===== src/hdl/lppcb_pkg.sv =====
// Package of offsets, field positions and reset values of the low-power pad configuration bank.
`default_nettype none
package lppcb_pkg;
	typedef logic [31:0] lppcb_word_t;
	localparam int          ADDR_W     = 8;
	localparam int          NUM_WORDS  = 17;
	localparam int          NUM_TOUCH  = 10;
	localparam int          NUM_LPPAD  = 18;
	localparam int          NUM_PAD    = 3;
	// Byte offsets on the register port.
	localparam logic [7:0]  OFS_DAC2   = 8'h88;
	localparam logic [7:0]  OFS_XTAL   = 8'h8C;
	localparam logic [7:0]  OFS_TCFG   = 8'h90;
	localparam logic [7:0]  OFS_TPAD0  = 8'h94;
	localparam logic [7:0]  OFS_WAKE   = 8'hBC;
	localparam logic [7:0]  OFS_XPDSRC = 8'hC0;
	localparam logic [7:0]  OFS_TWSEL  = 8'hC4;
	localparam logic [7:0]  OFS_XINV   = 8'hC8;
	// Word indices, counted from the second DAC pad register.
	localparam logic [4:0]  IDX_DAC2   = 5'h00;
	localparam logic [4:0]  IDX_XTAL   = 5'h01;
	localparam logic [4:0]  IDX_TCFG   = 5'h02;
	localparam logic [4:0]  IDX_TPAD0  = 5'h03;
	localparam logic [4:0]  IDX_WAKE   = 5'h0D;
	localparam logic [4:0]  IDX_XPDSRC = 5'h0E;
	localparam logic [4:0]  IDX_TWSEL  = 5'h0F;
	localparam logic [4:0]  IDX_XINV   = 5'h10;
	localparam logic [4:0]  IDX_NONE   = 5'h1F;
	// Second DAC pad word.
	localparam int          B_DAC_VAL  = 19;
	localparam int          B_DAC_XPD  = 18;
	localparam int          B_DAC_FRC  = 11;
	// Per-pad field positions: pad 0 second DAC pad, 1 crystal_neg_pad, 2 crystal_pos_pad.
	localparam logic [4:0]  PAD_IDX    [NUM_PAD] = '{IDX_DAC2, IDX_XTAL, IDX_XTAL};
	localparam int          PAD_DRV_B  [NUM_PAD] = '{30, 30, 25};
	localparam int          PAD_HOLD_B [NUM_PAD] = '{29, 29, 24};
	localparam int          PAD_PD_B   [NUM_PAD] = '{28, 28, 23};
	localparam int          PAD_PU_B   [NUM_PAD] = '{27, 27, 22};
	localparam int          PAD_RTE_B  [NUM_PAD] = '{17, 18, 17};
	localparam int          PAD_FUN_B  [NUM_PAD] = '{16, 16, 11};
	localparam int          PAD_SSEL_B [NUM_PAD] = '{15, 15, 10};
	localparam int          PAD_SIE_B  [NUM_PAD] = '{14, 14, 9};
	localparam int          PAD_SOE_B  [NUM_PAD] = '{13, 13, 8};
	localparam int          PAD_NIE_B  [NUM_PAD] = '{12, 12, 7};
	// Crystal word extras.
	localparam int          B_XTAL_XPD = 19;
	// Touch words.
	localparam int          B_TCH_BIAS = 31;
	localparam int          B_TCH_SLP  = 20;
	localparam int          B_TCH_STRT = 19;
	localparam int          B_TCH_TIE  = 18;
	localparam int          B_TCH_XPD  = 17;
	// Select words.
	localparam int          B_SEL      = 27;
	localparam int          B_TW_SCL   = 31;
	localparam int          B_TW_SDA   = 30;
	localparam int          B_XINV     = 30;
	localparam logic [3:0]  TW_SDA_PAD0 = 4'h1;
	localparam logic [3:0]  TW_SDA_PAD1 = 4'h3;
	localparam logic [3:0]  TW_SCL_PAD0 = 4'h0;
	localparam logic [3:0]  TW_SCL_PAD1 = 4'h2;
	// Writable-bit masks; other bits are reserved and read zero.
	localparam lppcb_word_t MASK_DAC2  = 32'hFFFF_F800;
	localparam lppcb_word_t MASK_XTAL  = 32'hFFFF_FFF8;
	localparam lppcb_word_t MASK_TCFG  = 32'hFFC0_0000;
	localparam lppcb_word_t MASK_TPAD  = 32'h007F_0000;
	localparam lppcb_word_t MASK_SEL   = 32'hF800_0000;
	localparam lppcb_word_t MASK_TW    = 32'hC000_0000;
	localparam lppcb_word_t MASK_XINV  = 32'h4000_0000;
	// Reset values.
	localparam lppcb_word_t RST_XTAL   = 32'h8400_0000;
	localparam lppcb_word_t RST_TPAD   = 32'h0040_0000;
	localparam lppcb_word_t RST_ZERO   = 32'h0000_0000;
	localparam logic [2:0]  SLOPE_RST  = 3'h4;
endpackage : lppcb_pkg
`default_nettype wire


===== src/hdl/lppcb_sync.sv =====
// Three-stage synchroniser that passes a change once the second and third stages agree.
`default_nettype none
module lppcb_sync #(
	parameter int W = 1
) (
	input  wire logic         mclk,     // System clock.
	input  wire logic         nrst,     // Asynchronous reset, active low.
	input  wire logic [W-1:0] asyncIn,  // Pin levels from outside the clock domain.
	output logic      [W-1:0] syncOut   // Filtered, synchronised levels.
);
	logic [W-1:0] stage1_reg, stage1_next;
	logic [W-1:0] stage2_reg, stage2_next;
	logic [W-1:0] stage3_reg, stage3_next;
	logic [W-1:0] out_reg,    out_next;

	always_comb
	begin
		stage1_next = asyncIn;
		stage2_next = stage1_reg;
		stage3_next = stage2_reg;
		// A single-cycle disagreement is a glitch and must not reach the pad logic.
		out_next    = (stage2_reg & stage3_reg) | (out_reg & (stage2_reg | stage3_reg));
	end

	always_ff @(posedge mclk or negedge nrst)
	begin
		if (!nrst)
		begin
			stage1_reg <= '0;
			stage2_reg <= '0;
			stage3_reg <= '0;
			out_reg    <= '0;
		end
		else
		begin
			stage1_reg <= stage1_next;
			stage2_reg <= stage2_next;
			stage3_reg <= stage3_next;
			out_reg    <= out_next;
		end
	end

	assign syncOut = out_reg;
endmodule : lppcb_sync
`default_nettype wire


===== src/hdl/lppcb_bank.sv =====
// Configuration register bank for the low-power-domain pads.
//
// Implementation choice: the plain strobed port.
`default_nettype none
// How it works
// - Second DAC pad route bit: 0 digital pin multiplexer, 1 low-power block.
// - Second DAC pad function bit chooses low-power function 0 or 1.
// - Sleep-select 1 makes the pad use its sleep-mode enables.
// - Each pad has sleep input, sleep output and normal input enables; 1 enables.
// - Hold bit 1 freezes the pad output value; 0 lets it follow.
// - Crystal pad pull-down and pull-up bits enable the pull when 1.
// - Each crystal pad routes to the multiplexer at 0, low-power block at 1.
// - Each touch pad has a 3-bit slope field resetting to binary 100.
// - Touch pad tie bit ties low at 0, high at 1.
// - Touch bias power bit powers the sensor bias when 1.
// - Wake select field picks which of low-power pads 0 to 17 wakes.
// - Crystal power-down enable is selected pad level XOR invert bit 30.
// - Two-wire data line uses touch pad 1 at 0, touch pad 3 at 1.
// - Two-wire clock line uses touch pad 0 at 0, touch pad 2 at 1.
module lppcb_bank
	import lppcb_pkg::*;
(
	input  wire logic                 mclk,            // System clock, 40 MHz.
	input  wire logic                 nrst,            // Asynchronous reset, active low.
	input  wire logic [ADDR_W-1:0]    regAddr,         // Register byte address.
	input  wire logic [31:0]          regWrData,       // Register write data.
	input  wire logic                 regWrEn,         // Write strobe.
	input  wire logic                 regRdEn,         // Read strobe.
	output logic      [31:0]          regRdData,       // Read data, one cycle after the strobe.
	input  wire logic [NUM_PAD-1:0]   padLiveOut,      // Functional output value per pad.
	input  wire logic [NUM_PAD-1:0]   padFuncOutEn,    // Normal-mode output enable per pad.
	output logic      [NUM_PAD-1:0]   padRouteLp,      // 1 routes the pad to the low-power block.
	output logic      [NUM_PAD-1:0]   padFuncSel,      // Low-power function choice.
	output logic      [NUM_PAD-1:0]   padInEn,         // Effective input enable.
	output logic      [NUM_PAD-1:0]   padOutEn,        // Effective output enable.
	output logic      [NUM_PAD-1:0]   padPullDown,     // Pull-down enable.
	output logic      [NUM_PAD-1:0]   padPullUp,       // Pull-up enable.
	output logic      [2*NUM_PAD-1:0] padDrive,        // Drive strength, two bits per pad.
	output logic      [NUM_PAD-1:0]   padOutValue,     // Output value, frozen while on hold.
	output logic      [7:0]           dacValue,        // Second DAC pad DAC code, frozen on hold.
	output logic                      dacPowerOn,      // Second DAC pad DAC power.
	output logic                      xtalPowerOn,     // 32 kHz crystal oscillator power.
	output logic                      touchBiasPower,  // Touch sensor bias power.
	output logic      [3*NUM_TOUCH-1:0] touchSlope,    // Slope control, three bits per pad.
	output logic      [NUM_TOUCH-1:0] touchTieHigh,    // Default tie level per pad.
	output logic      [NUM_TOUCH-1:0] touchPowerOn,    // Touch pad power per pad.
	output logic      [NUM_TOUCH-1:0] touchStart,      // Touch measurement start per pad.
	input  wire logic [NUM_LPPAD-1:0] lpPadIn,         // Low-power pad levels from the pins.
	output logic                      wakeLevel,       // Level of the selected wake-up pad.
	output logic                      crystalPdEnable, // Crystal power-down enable.
	output logic      [3:0]           lpBusDataPad,    // Touch pad used for two-wire data.
	output logic      [3:0]           lpBusClockPad    // Touch pad used for two-wire clock.
);
	lppcb_word_t            regFile_reg [NUM_WORDS];
	lppcb_word_t            regFile_next[NUM_WORDS];
	logic [31:0]            rdData_reg, rdData_next;
	logic [NUM_PAD-1:0]     padOut_reg, padOut_next;
	logic [7:0]             dacHeld_reg, dacHeld_next;
	logic                   wake_reg, wake_next;
	logic                   xpd_reg, xpd_next;
	logic [NUM_LPPAD-1:0]   lpPadSync;
	logic [4:0]             wrIdx;
	logic [4:0]             rdIdx;

	// Decodes a byte address into a word index, or IDX_NONE when unmapped.
	function automatic logic [4:0] wordIndex(input logic [ADDR_W-1:0] addr);
		logic [7:0] diff;
		diff = addr - OFS_DAC2;
		if (addr[1:0] != 2'h0)
			return IDX_NONE;
		else if (addr < OFS_DAC2)
			return IDX_NONE;
		else if (addr > OFS_XINV)
			return IDX_NONE;
		else
			return diff[6:2];
	endfunction : wordIndex

	function automatic lppcb_word_t wordMask(input logic [4:0] idx);
		if (idx == IDX_DAC2)
			return MASK_DAC2;
		else if (idx == IDX_XTAL)
			return MASK_XTAL;
		else if (idx == IDX_TCFG)
			return MASK_TCFG;
		else if (idx == IDX_WAKE || idx == IDX_XPDSRC)
			return MASK_SEL;
		else if (idx == IDX_TWSEL)
			return MASK_TW;
		else if (idx == IDX_XINV)
			return MASK_XINV;
		else
			return MASK_TPAD;
	endfunction : wordMask

	function automatic lppcb_word_t wordReset(input logic [4:0] idx);
		if (idx == IDX_XTAL)
			return RST_XTAL;
		else if (idx >= IDX_TPAD0 && idx < IDX_WAKE)
			return RST_TPAD;
		else
			return RST_ZERO;
	endfunction : wordReset

	// Selector value k picks low-power pad k; values past the last pad read low.
	function automatic logic padPick(input logic [NUM_LPPAD-1:0] pads, input logic [4:0] sel);
		if (sel < 5'(NUM_LPPAD))
			return pads[sel];
		else
			return 1'b0;
	endfunction : padPick

	lppcb_sync #(
		.W       (NUM_LPPAD)
	) u_padSync (
		.mclk    (mclk),
		.nrst    (nrst),
		.asyncIn (lpPadIn),
		.syncOut (lpPadSync)
	);

	assign wrIdx = wordIndex(regAddr);
	assign rdIdx = wordIndex(regAddr);

	always_comb
	begin
		for (int i = 0; i < NUM_WORDS; i++)
		begin
			regFile_next[i] = regFile_reg[i];
			if (regWrEn && wrIdx == 5'(i))
				regFile_next[i] = regWrData & wordMask(5'(i));
		end
		rdData_next = 32'h0000_0000;
		if (regRdEn && rdIdx != IDX_NONE)
			rdData_next = regFile_reg[rdIdx];
	end

	always_comb
	begin
		for (int p = 0; p < NUM_PAD; p++)
		begin
			// A held pad keeps the value it had when hold was set.
			if (regFile_reg[PAD_IDX[p]][PAD_HOLD_B[p]])
				padOut_next[p] = padOut_reg[p];
			else
				padOut_next[p] = padLiveOut[p];
		end
		if (regFile_reg[IDX_DAC2][PAD_HOLD_B[0]])
			dacHeld_next = dacHeld_reg;
		else
			dacHeld_next = regFile_reg[IDX_DAC2][B_DAC_VAL +: 8];
		wake_next = padPick(lpPadSync, regFile_reg[IDX_WAKE][B_SEL +: 5]);
		xpd_next  = padPick(lpPadSync, regFile_reg[IDX_XPDSRC][B_SEL +: 5])
			^ regFile_reg[IDX_XINV][B_XINV];
	end

	always_ff @(posedge mclk or negedge nrst)
	begin
		if (!nrst)
		begin
			for (int i = 0; i < NUM_WORDS; i++)
				regFile_reg[i] <= wordReset(5'(i));
			rdData_reg  <= 32'h0000_0000;
			padOut_reg  <= '0;
			dacHeld_reg <= 8'h00;
			wake_reg    <= 1'b0;
			xpd_reg     <= 1'b0;
		end
		else
		begin
			for (int i = 0; i < NUM_WORDS; i++)
				regFile_reg[i] <= regFile_next[i];
			rdData_reg  <= rdData_next;
			padOut_reg  <= padOut_next;
			dacHeld_reg <= dacHeld_next;
			wake_reg    <= wake_next;
			xpd_reg     <= xpd_next;
		end
	end

	// Pad controls. Powering the DAC does not force the pad off; software tristates it first.
	always_comb
	begin
		for (int p = 0; p < NUM_PAD; p++)
		begin
			padRouteLp[p]    = regFile_reg[PAD_IDX[p]][PAD_RTE_B[p]];
			padFuncSel[p]    = regFile_reg[PAD_IDX[p]][PAD_FUN_B[p]];
			padPullDown[p]   = regFile_reg[PAD_IDX[p]][PAD_PD_B[p]];
			padPullUp[p]     = regFile_reg[PAD_IDX[p]][PAD_PU_B[p]];
			padDrive[2*p +: 2] = regFile_reg[PAD_IDX[p]][PAD_DRV_B[p] +: 2];
			if (regFile_reg[PAD_IDX[p]][PAD_SSEL_B[p]])
			begin
				padInEn[p]  = regFile_reg[PAD_IDX[p]][PAD_SIE_B[p]];
				padOutEn[p] = regFile_reg[PAD_IDX[p]][PAD_SOE_B[p]];
			end
			else
			begin
				padInEn[p]  = regFile_reg[PAD_IDX[p]][PAD_NIE_B[p]];
				padOutEn[p] = padFuncOutEn[p];
			end
		end
		for (int t = 0; t < NUM_TOUCH; t++)
		begin
			touchSlope[3*t +: 3] = regFile_reg[IDX_TPAD0 + 5'(t)][B_TCH_SLP +: 3];
			touchTieHigh[t]      = regFile_reg[IDX_TPAD0 + 5'(t)][B_TCH_TIE];
			touchPowerOn[t]      = regFile_reg[IDX_TPAD0 + 5'(t)][B_TCH_XPD];
			touchStart[t]        = regFile_reg[IDX_TPAD0 + 5'(t)][B_TCH_STRT];
		end
	end

	assign padOutValue    = padOut_reg;
	assign dacValue       = dacHeld_reg;
	assign dacPowerOn     = regFile_reg[IDX_DAC2][B_DAC_XPD] | regFile_reg[IDX_DAC2][B_DAC_FRC];
	assign xtalPowerOn    = regFile_reg[IDX_XTAL][B_XTAL_XPD];
	assign touchBiasPower = regFile_reg[IDX_TCFG][B_TCH_BIAS];
	assign wakeLevel      = wake_reg;
	assign crystalPdEnable = xpd_reg;
	assign regRdData      = rdData_reg;
	assign lpBusDataPad   = regFile_reg[IDX_TWSEL][B_TW_SDA] ? TW_SDA_PAD1 : TW_SDA_PAD0;
	assign lpBusClockPad  = regFile_reg[IDX_TWSEL][B_TW_SCL] ? TW_SCL_PAD1 : TW_SCL_PAD0;
endmodule : lppcb_bank
`default_nettype wire


===== config.mk =====
export PLATFORM = sky130hd
export DESIGN_NAME = lppcb_bank
export DESIGN_NICKNAME = d
export VERILOG_FILES = /design/src/hdl/lppcb_pkg.sv /design/src/hdl/lppcb_sync.sv /design/src/hdl/lppcb_bank.sv
export SDC_FILE = /design/constraint.sdc
export NUM_CORES = 1
export LEC_CHECK = 0
export ABC_CLOCK_PERIOD_IN_PS = 2600
export BUFFER_PORTS_ARGS = -buffer_cell sky130_fd_sc_hd__buf_4
export CELL_PAD_IN_SITES_DETAIL_PLACEMENT = 0
export CELL_PAD_IN_SITES_GLOBAL_PLACEMENT = 1
export CORE_UTILIZATION = 45
export DETAILED_ROUTE_END_ITERATION = 10
export GPL_TIMING_DRIVEN = 0
export HOLD_SLACK_MARGIN = 0.05
export PLACE_DENSITY_LB_ADDON = 0.1
export SKIP_LAST_GASP = 1
export SLEW_MARGIN = 20
export SYNTH_ARGS = -nofsm -noshare
export SYNTH_HDL_FRONTEND = slang
export SYNTH_SLANG_ARGS = --single-unit

===== constraint.sdc =====
create_clock -name mclk -period 2.6 [get_ports mclk]
set_clock_uncertainty 0.05 [all_clocks]
set_input_delay 0.13 -clock mclk [delete_from_list [all_inputs] [get_ports mclk]]
set_output_delay 0.13 -clock mclk [all_outputs]
set_load 0.005 [all_outputs]

**Word-level counts from Yosys, hierarchy flattened**

Cells that the tools add are included.

- Mux-type cells: 38
- Add/subtract/negate cells: 1
- Bitwise operators: 24
- Div/mod/pow operators: 0
- Shift operators: 0
- Reduce and logical (&&, ||, !) cells: 20
- Equality and inequality tests: 17
- Multiply operators: 0
- Magnitude comparators: 7

Operators with widths:

| cell | number |
|---|---|
| $mux W32 | 20 |
| $and A32 B32 Y32 | 17 |
| $bmux W32 S5 | 1 |
| $eq A5 B4 Y1 const B | 8 |
| $and A18 B18 Y18 | 2 |
| $or A18 B18 Y18 | 2 |
| $eq A5 B3 Y1 const B | 4 |
| $logic_and A1 B1 Y1 | 18 |
| $mux W5 | 3 |
| $lt A5 B6 Y1 const B | 2 |
| $bmux W1 S5 | 2 |
| $eq A5 B2 Y1 const B | 2 |
| $lt A5 B5 Y1 const B | 2 |
| $mux W1 | 10 |
| $gt A8 B8 Y1 const B | 1 |
| $lt A8 B8 Y1 const B | 1 |
| $sub A7 B4 Y7 const B | 1 |
| $ge A6 B6 Y1 const B | 1 |
| $not A5 Y6 | 1 |
| $eq A5 B1 Y1 const B | 1 |
| $eq A5 B5 Y1 const B | 1 |
| $logic_not A5 Y1 | 1 |
| $ne A5 B5 Y1 const B | 1 |
| $mux W2 | 2 |
| other kinds (3) | 3 |

- Memories: 0
- Output and inout bits: 140
- Bits in registers: 661
- Input port bits: 68
- Bits in read-only memories: 0
- Latch bits: 0
- Logic and storage cells: 135
- Bits in writable memories: 0

**Logic depth before layout (Yosys ltp)**

Gate-level depths: netlist of run 1.

- Word-level depth: 9
- Mapped depth: 10
- Mapped depth without buffers: 7

**Cells and area by module**

Synthesis of run 1 repeated with hierarchy kept, for this count alone.

- Cells, all modules: 819
- Area total of the unflattened synthesis: 11168.2 µm²

Modules (own cells, without submodules):

| module | cells an instance | area each (µm²) | times used | sequential area each (µm²) |
|---|---|---|---|---|
| lppcb_bank | 729 | 9163.8 | 1 | 4644.5 |
| lppcb_sync | 90 | 2004.4 | 1 | 1801.7 |

**Worst setup path after synthesis of run 1**

OpenSTA, ideal clock, no wires.

- Path type: input to register
- Start point: input regAddr[3]
- End point: register regFile_reg, in the netlist padDrive[0]
- Data required time: 2425 ps
- Slack: 258 ps
- Buffers on the path: 2
- Arrival time: 2167 ps
- Stages on the path: 9
- Setup time: 125 ps
- Cell sequence: buf_2 > inv_1 > ha_1 > xnor2_1 > nand2_1 > or4b_4 > or3_4 > buf_6 > mux2_4

- Cells in the longest elaborated chain, start to end: 6
- Elaborated cells between the ends (all ways): 8
- Classes of those cells: add/sub (1); order compare (2); mux (3); reduce/logical (2)

Ends and longest elaborated chain:

| what | RTL line | text |
|---|---|---|
| from (decl) | lppcb_bank.sv:25 | `input wire logic [ADDR_W-1:0] regAddr,` |
| $sub A7 B4 Y7 or $gt A8 B8 Y1 (tied branches) | lppcb_bank.sv:68, lppcb_bank.sv:73 |  |
| $mux W5 | lppcb_bank.sv:73 | `else if (addr > OFS_XINV)` |
| $mux W5 (*) | lppcb_bank.sv:71 | `else if (addr < OFS_DAC2)` |
| $mux W5 (*) | lppcb_bank.sv:69 | `if (addr[1:0] != 2'h0)` |
| $logic_not A5 Y1 (*) | lppcb_bank.sv:130 | `if (regWrEn && wrIdx == 5'(i))` |
| $logic_and A1 B1 Y1 (*) | lppcb_bank.sv:130 |  |
| to (signal, indexed assignment) | lppcb_bank.sv:162 | `regFile_reg[i] <= wordReset(5'(i));` |
| to (signal, indexed assignment) | lppcb_bank.sv:172 | `regFile_reg[i] <= regFile_next[i];` |
| to (decl) | lppcb_bank.sv:54 | `lppcb_word_t regFile_reg [NUM_WORDS];` |

Every way passes the cells marked *; elsewhere a longest branch is shown, timed or not.
A chain may end at the register's enable or synchronous reset.

**Worst setup path in the final report of run 1**

- Start point: input regAddr[3]
- End point: register rdData_reg[19], in the netlist regRdData[19]

- Cells in the longest elaborated chain, start to end: 9
- Elaborated cells between the ends (all ways): 13
- Classes of those cells: add/sub (1); order compare (2); eq/ne (1); mux (7); bitwise (1); reduce/logical (1)

Ends and longest elaborated chain:

| what | RTL line | text |
|---|---|---|
| $sub A7 B4 Y7 or $gt A8 B8 Y1 (tied branches) | lppcb_bank.sv:68, lppcb_bank.sv:73 |  |
| $mux W5 | lppcb_bank.sv:73 |  |
| $mux W5 (*) | lppcb_bank.sv:71 |  |
| $mux W5 (*) | lppcb_bank.sv:69 |  |
| $not A5 Y6 (not written as such) | lppcb_bank.sv:135 | `rdData_next = regFile_reg[rdIdx];` |
| $bmux W32 S5 | lppcb_bank.sv:135 |  |
| $mux W32 (not written as such) (2 in series) | lppcb_bank.sv:135 |  |
| $mux W32 (*) | lppcb_bank.sv:134 | `if (regRdEn && rdIdx != IDX_NONE)` |
| named net rdData_next[19] | lppcb_bank.sv:56 | `logic [31:0] rdData_reg, rdData_next;` |
| to (signal assigned) | lppcb_bank.sv:173 | `rdData_reg <= rdData_next;` |
| to (decl) | lppcb_bank.sv:56 |  |

Mark *: on every way through the listed nets, which the timed path passes. The rest lies on a longest branch. The select of a mux whose other input is x is not followed.

==> results of run 1 <==
[cell usage after synthesis, types with 3 or more instances]
library cell	n
a21oi_1	24
a221o_1	6
a22oi_1	9
a32oi_1	3
and2_1	10
and4_1	7
buf_2	5
buf_4	92
clkbuf_1	29
dfrtp_1	245
dfstp_2	12
inv_1	4
maj3_1	18
mux2_2	170
mux2_4	20
mux2i_1	10
mux4_2	9
nand2_1	8
nand4_1	6
nand4b_1	7
nor2_1	23
nor2b_1	4
nor3_1	4
nor3_2	3
o21ai_0	14
o22ai_1	6
o32ai_1	14
[worst max-delay path, cell delays in order]
cell	delay (ps)
buf_4	110
buf_2	180
o31ai_4	430
a21oi_1	200
clkbuf_1	360
nor3_1	840
o21ai_0	270
and4_1	290
[worst paths after layout]
| kind | from | to | depth (start not counted) |
|---|---|---|---|
| worst max-delay path | regAddr[3] | regRdData[19]$_DFF_PN0_ | 8 |
| worst min-delay path | nrst | touchSlope[3]$_DFFE_PN0P_ | 2 |
| worst max register to register | regFile_reg[123]$_DFFE_PN0P_ | wakeLevel$_DFF_PN0_ | 4 |
| worst min register to register | u_padSync.stage1_reg[16]$_DFF_PN0_ | u_padSync.stage2_reg[16]$_DFF_PN0_ | 0 |
| max in group asynchronous | nrst | regRdData[10]$_DFF_PN0_ | 3 |
| min in group mclk | regAddr[0] | regRdData[30]$_DFF_PN0_ | 5 |
[layout make-up]
cell class / instances / area [um^2] / share of cell area, %
Sequential cell: 257 / 6450 / 43.4
Timing Repair Buffer: 251 / 2070 / 13.9
Clock inverter: 19 / 317 / 2.13
Inverter: 4 / 15.0 / 0.101
Multi-Input combinational cell: 421 / 4010 / 27.0
Clock buffer: 33 / 749 / 5.05
Tap cell: 324 / 405 / 2.73
Buffer: 129 / 851 / 5.73
[placed cells by master (no fill, tap or decap), drive strengths merged, types with 10 or more instances in the layout]
cell type / instances
clkbuf: 62
mux2i: 10
and2: 10
dfrtp: 245
o21ai: 14
a21oi: 26
dfstp: 12
maj3: 18
nor2: 25
buf: 297
o32ai: 14
mux2: 190
dlygate4sd3: 54
[power groups by stage]
stage | Sequential [mW] | Combinational (mW) | Clock, mW
2_1_floorplan | 4.30 | 0.360 | 0
3_3_place_gp | 4.34 | 0.711 | 0
3_5_place_dp | 4.34 | 0.733 | 0
4_1_cts | 4.27 | 0.802 | 4.56
6_report | 4.27 | 0.792 | 4.46
5_1_grt | 4.28 | 0.859 | 4.71
[cells by family (layout without fill, tap and decap cells)]
| logic type | Yosys count | count (layout) | share of synthesized area (%) |
|---|---|---|---|
| buf+inv | 133 | 436 | 7.67 |
| compound gates | 86 | 86 | 5.38 |
| simple gates | 94 | 94 | 5.43 |
| flops | 257 | 257 | 57.1 |
| other cells | 2 | 9 | 0.0665 |
| mux | 209 | 209 | 22.3 |
| xor+xnor | 3 | 3 | 0.233 |
| fa+ha+maj | 20 | 20 | 1.82 |
[per-layer routing]
metal  routed length, um  share of wire, %
met1               12100                45
met2               13200                49
met3                1010               3.7
met4                 871               3.2
met5                   0                 0
[repair_timing]
| action | CTS | global route |
|---|---|---|
| gates resized for setup | 1 | 0 |
| endpoints found under the hold margin | 183 | 0 |
| endpoints found under the setup margin | 1 | 0 |
| hold buffers | 54 | 0 |
==> metrics.yaml, run 1 <==
r2r_slack_ps: 420
syn_area_mm2: 0.0113
cts_tree: "yes"
placed_cell_area_mm2: 0.0132
largest_reg_flops: 63
fin_ws_ps: 160
syn_inst: 804
root_buffer: "clkbuf_16"
cap_violations: 0
cp.required_ps: 2980
grt_pass1_wl_um: 42400
synth_cell_types: 57
finalSetupTns_ps: 0
core_area_mm2: 0.0245
grt_pass1_vias: 7433
cp-end-kind: "flop"
synthArstFlopShare_pct: 100
powerDensity_mw_per_mm2: 640
sw_frac_of_total_pct: 22.4
critical_path.max_fanout: 10
ir_drop_v: 0.000641
yosys-top-cells-area: "dfrtp_1 (54%), mux2_2 (17%), buf_4 (6.1%)"
use_met1_pct: 29.4
pre_cts_slack_ps: -571
top_usage_layer: "met2"
vias: 7273
cp-start-kind: "input pin"
die_w_um: 160
use_met3_pct: 2.76
dr.pass1.iters: 6
cts_buffer_depth: 3
design.die.area_mm2: 0.0257
start_util_pct: 46.1
p_total_mw: 9.51
drive_gt1_share_pct: 51.6
hold_violations: 0
hold_ws_ps: 114
stdcell_count: 1438
final_max_slew_viol_count: 0
pwr-share-seq_pct: 44.8
rows: 57
fin_crit_sh_pct: 93.8
clock-sinks: 257
antenna_cells: 0
switchingPower_mw: 2.13
ios: 208
seq_area_frac_synth_pct: 57.1
routedWlPerCell_um: 18.9
intPower_mw: 7.38
clkTransAtPathRegs_ps: 60
dominantRegCellSynth: "dfrtp_1"
antenna_found_initial: 0
setup_viol: 0
use_met2_pct: 34.9
synth_largest_area_cell: "dfrtp_1"
grt_overflow_total: 0
globalplace.congestion: 0.886
fillCellCount: 2000
drtAntennaViolNets: 0
wirelength_um: 27200
htreeDepth: 1
die_y_um: 160
vias_per_cell: 5.06
grt_usage_pct: 21.3
yosysWarnings: 0
fmax_mhz: 410
slew_headroom_pct: 37.9
final_util_pct: 60.7
critical_path_class: "in -> reg"
drc: 0
post-place-cells: 1332
min-delay-path-class: "in -> async"
avgSynthCellArea_um2: 14.0
ys_seq_elements: 257
power.leakage_nw: 7.23
cts_inserted_buffers: 28
arrival_ps: 2820
p_comb_share_pct: 8.3
synth_top_area_share_pct: 54.3
dr.first_iter.drc_count: 309
clk_latency_ps: 550
rsz0062_at_grt: "no"
dp_hpwl_um: 18900
grt_max_degree: 96
min_period_ps: 2440
worstMarginPinSlew_ps: 924
nets: 1162
postCtsSetupBuffers: 0
syn2layout_area_growth_pct: 31.6
io_buffers: 195
final_area_mm2: 0.0149
clkPwrFrac_pct: 46.8
synth-edff-count: 0
status: "completed"
Note: power is estimated with default switching activity, not from simulation.
==> run 2, diff against run 1 <==
- MAX_ROUTING_LAYER: not set -> met4
==> run 2 against run 1 <==
Effect of this change: sequential power hardly changed; register-to-register slack hardly changed; die area stayed put; hold slack worse by 1.1 ps; critical path type unchanged; critical endpoint unchanged; largest cell class unchanged.
==> metrics.yaml, run 2 (synthesis gave the netlist of run 1 again) <==
start_util_pct: 46.1  # unchanged
postCtsSetupBuffers: 0  # unchanged
drive_gt1_share_pct: 51.6  # unchanged
nets: 1162  # unchanged
rows: 57  # unchanged
htreeDepth: 1  # unchanged
largest_reg_flops: 63  # unchanged
root_buffer: "clkbuf_16"  # unchanged
cp-start-kind: "input pin"  # unchanged
design.die.area_mm2: 0.0257  # unchanged
drc: 0  # unchanged
finalSetupTns_ps: 0  # unchanged
grt_usage_pct: 22.0  # was 21.3%
grt_max_degree: 96  # unchanged
ir_drop_v: 0.000641  # about the same
vias_per_cell: 5.07  # was 5.06
vias: 7290  # was 7273
powerDensity_mw_per_mm2: 640  # about the same
final_util_pct: 60.7  # about the same
routedWlPerCell_um: 19.0  # was 18.9 um
drtAntennaViolNets: 0  # unchanged
clock-sinks: 257  # unchanged
syn2layout_area_growth_pct: 31.6  # about the same
worstMarginPinSlew_ps: 946  # was 924 ps
min_period_ps: 2480  # was 2440 ps
io_buffers: 195  # unchanged
critical_path_class: "in -> reg"  # unchanged
cts_buffer_depth: 3  # unchanged
final_common_cell: "buf_4"  # unchanged
globalplace.congestion: 0.900  # was 0.886
final_area_mm2: 0.0149  # about the same
power.leakage_nw: 7.23  # unchanged
crit_slowest_cell: "nor3_1"  # unchanged
clkTransAtPathRegs_ps: 60  # about the same
critical_path.max_fanout: 10  # unchanged
wirelength_um: 27300  # was 27200 um
crit_start: "regAddr[3]"  # unchanged
cpPeakStageDelay_ps: 850  # was 840 ps
cp.required_ps: 2980  # about the same
cts_inserted_buffers: 28  # unchanged
cp-end-kind: "flop"  # unchanged
dr.pass1.iters: 4  # was 6
cap_violations: 0  # unchanged
grt_overflow_total: 0  # unchanged
antenna_found_initial: 1  # was 0
fin_crit_sh_pct: 95.4  # was 93.8%
slew_headroom_pct: 36.4  # was 37.9%
grt_pass1_wl_um: 42400  # about the same
core_area_mm2: 0.0245  # unchanged
final_max_slew_viol_count: 0  # unchanged
grt_pass1_vias: 7415  # was 7433
timing.rr.start: "regFile_reg[123]$_DFFE_PN0P_"  # unchanged
cp_cell_sequence: "buf_4 -> buf_2 -> o31ai_4 -> a21oi_1 -> clkbuf_1 -> nor3_1 -> o21ai_0 -> and4_1"  # unchanged
ios: 208  # unchanged
rsz0062_at_grt: "no"  # unchanged
die_w_um: 160  # unchanged
dp_hpwl_um: 18900  # unchanged
cts_tree: "yes"  # unchanged
dr.first_iter.drc_count: 283  # was 309
hold_violations: 0  # unchanged
arrival_ps: 2860  # was 2820 ps
placed_cell_area_mm2: 0.0132  # unchanged
status: "completed"  # unchanged
die_y_um: 160  # unchanged
clk_latency_ps: 550  # about the same
final_cell_mix: "buf_4 (286), dfrtp_1 (245), mux2_2 (170)"  # unchanged
setup_viol: 0  # unchanged
min-delay-path-class: "in -> async"  # unchanged
fmax_mhz: 403  # was 410 MHz
## run 2: metrics by stage
step           hold WS [ps]  cells  setup slack [ps]  total power, mW
6_report                113   1439               119             9.51
5_1_grt                 153   1439              38.2             9.85
3_5_place_dp            153   1332              -571             5.07
2_1_floorplan          -216    811               258             4.66
4_1_cts                 122   1438               212             9.63
3_3_place_gp            189   1330              -794             5.05
## run 2: area by class of cell
class | instances | area [um^2]
clock inverters | 19 | 317
inverters | 4 | 15.0
diodes | 1 | 2.50
repair buffers | 251 | 2070
well taps | 324 | 405
clock buffers | 33 | 749
multi-input cells | 421 | 4010
fillers | 1999 | 9600
flip-flops and latches | 257 | 6450
plain buffers | 129 | 851
## run 2: per-layer routing
layer	up-vias	wire length, um	global-route usage (%)
met4	0	866	7.19
met3	47	983	2.71
met5	-	0	-
li1	3398	-	-
met2	197	13200	34.9
met1	3648	12200	29.3
## run 2: report_power, final
group	total, mW	switching [mW]	internal [mW]	leakage (nW)
Combinational	0.793	0.350	0.443	3.36
Clock	4.45	1.67	2.78	0.515
Sequential	4.27	0.105	4.16	3.35
Total	9.51	2.12	7.38	7.23
## run 2: worst paths after layout
path	cells after the start	slack, ps	end
setup / recovery	8	120	regRdData[19]$_DFF_PN0_
hold / removal	2	110	touchSlope[3]$_DFFE_PN0P_
setup reg to reg	4	430	wakeLevel$_DFF_PN0_
hold reg to reg	0	290	u_padSync.stage2_reg[16]$_DFF_PN0_
max in group asynchronous	3	1470	regRdData[10]$_DFF_PN0_
min in group mclk	5	160	regRdData[30]$_DFF_PN0_
## run 2: repair_timing
item,CTS,global route
setup endpoints to repair,1,0
resized for setup,1,0
endpoints found under the hold margin,183,0
hold buffers,54,0
## run 2: critical path, delay by kind of cell
| family | cells | cell delay (ps) |
|---|---|---|
| buffers and inverters | 3 | 660 |
| AO/OA/AOI/OAI | 3 | 910 |
| AND/OR/NAND/NOR | 2 | 1140 |
==> run 3, diff against run 2 <==
- CAP_MARGIN: not set -> 25
- PLACE_DENSITY: not set -> 0.75
- PLACE_DENSITY_LB_ADDON: 0.1 -> not set
==> run 3 against run 2 <==
Effect of this change: sequential power about the same; clock power decreased by 16%; cell count decreased by 0.21%; clock-buffer cell count increased by 11; flip-flop and latch count unchanged; worst setup slack improved by 110 ps; sequential share of layout area increased by 0.51 points; wire length decreased by 0.49%; core utilization decreased by 0.71 points; first-iteration DRC count increased by 41%; maximum frequency increased by 4.5%; critical path type unchanged; largest power group is now sequential cells; highest routed layer unchanged.
==> metrics.yaml, run 3 (synthesis gave the netlist of run 1 again) <==
die_y_um: 160  # unchanged
clk_latency_ps: 540  # was 550 ps
p_total_mw: 8.82  # was 9.51 mW
powerDensity_mw_per_mm2: 601  # was 640 mW/mm^2
cts_buffer_depth: 3  # unchanged
final_util_pct: 60.0  # was 60.7%
root_buffer: "clkbuf_16"  # unchanged
die_w_um: 160  # unchanged
grt_pass1_vias: 7473  # was 7415
critical_path.max_fanout: 10  # unchanged
grt_pass1_wl_um: 42900  # was 42400 um
wirelength_um: 27100  # was 27300 um
design.die.area_mm2: 0.0257  # unchanged
dr.first_iter.drc_count: 400  # was 283
cp-end-kind: "flop"  # unchanged
globalplace.congestion: 0.885  # was 0.900
grt_usage_pct: 22.1  # was 22.0%
ios: 208  # unchanged
r2r-end: "wakeLevel$_DFF_PN0_"  # unchanged
status: "completed"  # unchanged
final_cell_mix: "buf_4 (286), dfrtp_1 (245), mux2_2 (170)"  # unchanged
dp_hpwl_um: 19100  # was 18900 um
crit_start: "regAddr[0]"  # was regAddr[3]
power.leakage_nw: 7.15  # was 7.23 nW
reg2regPathDepth: 4  # unchanged
fin_crit_sh_pct: 91.3  # was 95.4%
worstMarginPinSlew_ps: 856  # was 946 ps
grt_overflow_total: 0  # unchanged
min-delay-path-class: "in -> async"  # unchanged
drtAntennaViolNets: 0  # unchanged
timing.rr.start: "regFile_reg[123]$_DFFE_PN0P_"  # unchanged
postCtsSetupBuffers: 0  # unchanged
hold_ws_ps: 142  # was 113 ps
final_common_cell: "buf_4"  # unchanged
nets: 1162  # unchanged
core_area_mm2: 0.0245  # unchanged
largest_reg_flops: 63  # unchanged
routedWlPerCell_um: 18.9  # was 19.0 um
clkTransAtPathRegs_ps: 60  # about the same
post-place-cells: 1332  # unchanged
rsz0062_at_grt: "no"  # unchanged
slew_headroom_pct: 42.9  # was 36.4%
vias_per_cell: 5.10  # was 5.07
ir_drop_v: 0.000529  # was 0.000641 V
syn2layout_area_growth_pct: 30.1  # was 31.6%
final_max_slew_viol_count: 0  # unchanged
fmax_mhz: 421  # was 403 MHz
dr.pass1.iters: 5  # was 4
io_buffers: 195  # unchanged
min_period_ps: 2370  # was 2480 ps
r2r_slack_ps: 420  # was 430 ps
vias: 7327  # was 7290
cts_inserted_buffers: 28  # unchanged
fillCellCount: 1987  # was 1999
antenna_found_initial: 0  # was 1
start_util_pct: 46.1  # unchanged
cts_tree: "yes"  # unchanged
htreeDepth: 1  # unchanged
setup_viol: 0  # unchanged
clock-sinks: 257  # unchanged
cap_violations: 0  # unchanged
critical_path_class: "in -> reg"  # unchanged
cp-start-kind: "input pin"  # unchanged
grt_max_degree: 98  # was 96
rows: 57  # unchanged
antenna_cells: 0  # was 1
cp.required_ps: 3000  # was 2980 ps
drive_gt1_share_pct: 51.2  # was 51.6%
hold_violations: 0  # unchanged
arrival_ps: 2780  # was 2860 ps
drc: 0  # unchanged
stdcell_count: 1436  # was 1439
-- run 3: changes by cell type in the layout (fill, tap and decap cells not counted), moves of 2 or more --
cell / before / now
clkbuf_8: 3 / 8
bufinv_16: 7 / 0
clkbuf_1: 31 / 36
clkinv_2: 4 / 2
clkinv_4: 3 / 0
-- run 3: final cells by class --
cell class                 count  area, um^2  share of cell area [%]
buffer                       129         852                    5.80
clock buffer                  44         841                    5.73
clock inverter                 6        52.6                   0.358
inverter                       4        15.0                   0.102
multi-input combinational    421        4010                    27.3
sequential                   257        6450                    43.9
tap                          324         405                    2.76
timing repair buffer         251        2070                    14.1
-- run 3: report_power, final --
group / leakage (nW) / total, mW / switching, mW / internal (mW)
clock: 0.433 / 3.76 / 1.54 / 2.22
combinational: 3.36 / 0.792 / 0.349 / 0.443
sequential: 3.35 / 4.27 / 0.110 / 4.16
total: 7.15 / 8.82 / 2.00 / 6.82
-- run 3: how the worst max path moves through the flow --
stage | end | slack (ps) | cells past startpoint
6_report | regRdData[29]$_DFF_PN0_ | 230 | 8
5_1_grt | regRdData[29]$_DFF_PN0_ | 110 | 8
4_1_cts | regRdData[29]$_DFF_PN0_ | 100 | 8
3_5_place_dp | regRdData[27]$_DFF_PN0_ | -450 | 8
3_3_place_gp | touchPowerOn[1]$_DFFE_PN0P_ | -770 | 1
2_1_floorplan | padDrive[0]$_DFFE_PN0P_ | 260 | 9
-- run 3: stage by stage --
| step | setup WS [ps] | area [um^2] | TNS [ps] |
|---|---|---|---|
| 6_report | 225 | 14700 | 0 |
| 5_1_grt | 112 | 14700 | 0 |
| 4_1_cts | 96.0 | 14700 | 0 |
| 3_5_place_dp | -454 | 13200 | -15680 |
| 3_3_place_gp | -766 | 13200 | -193880 |
| 2_1_floorplan | 258 | 11300 | 0 |
-- run 3: critical path, cell delays in order --
cell and delay (ps):
buf_4 130, nor3_2 620, a21oi_1 290, clkbuf_1 350, nor2_1 410, clkbuf_1 490, a32oi_1 150, o22ai_1 200
-- run 3: routing by layer --
metal	part of all wire (%)	track usage, %
met5	0	-
met3	5.6	4.21
met4	1.9	4.85
met1	47	31.2
met2	46	33.2
-- run 3: timing repair --
action,CTS,global route
resized for setup,0,3
endpoints found under the setup margin,0,7
endpoints found under the hold margin,192,0
hold buffers,54,0
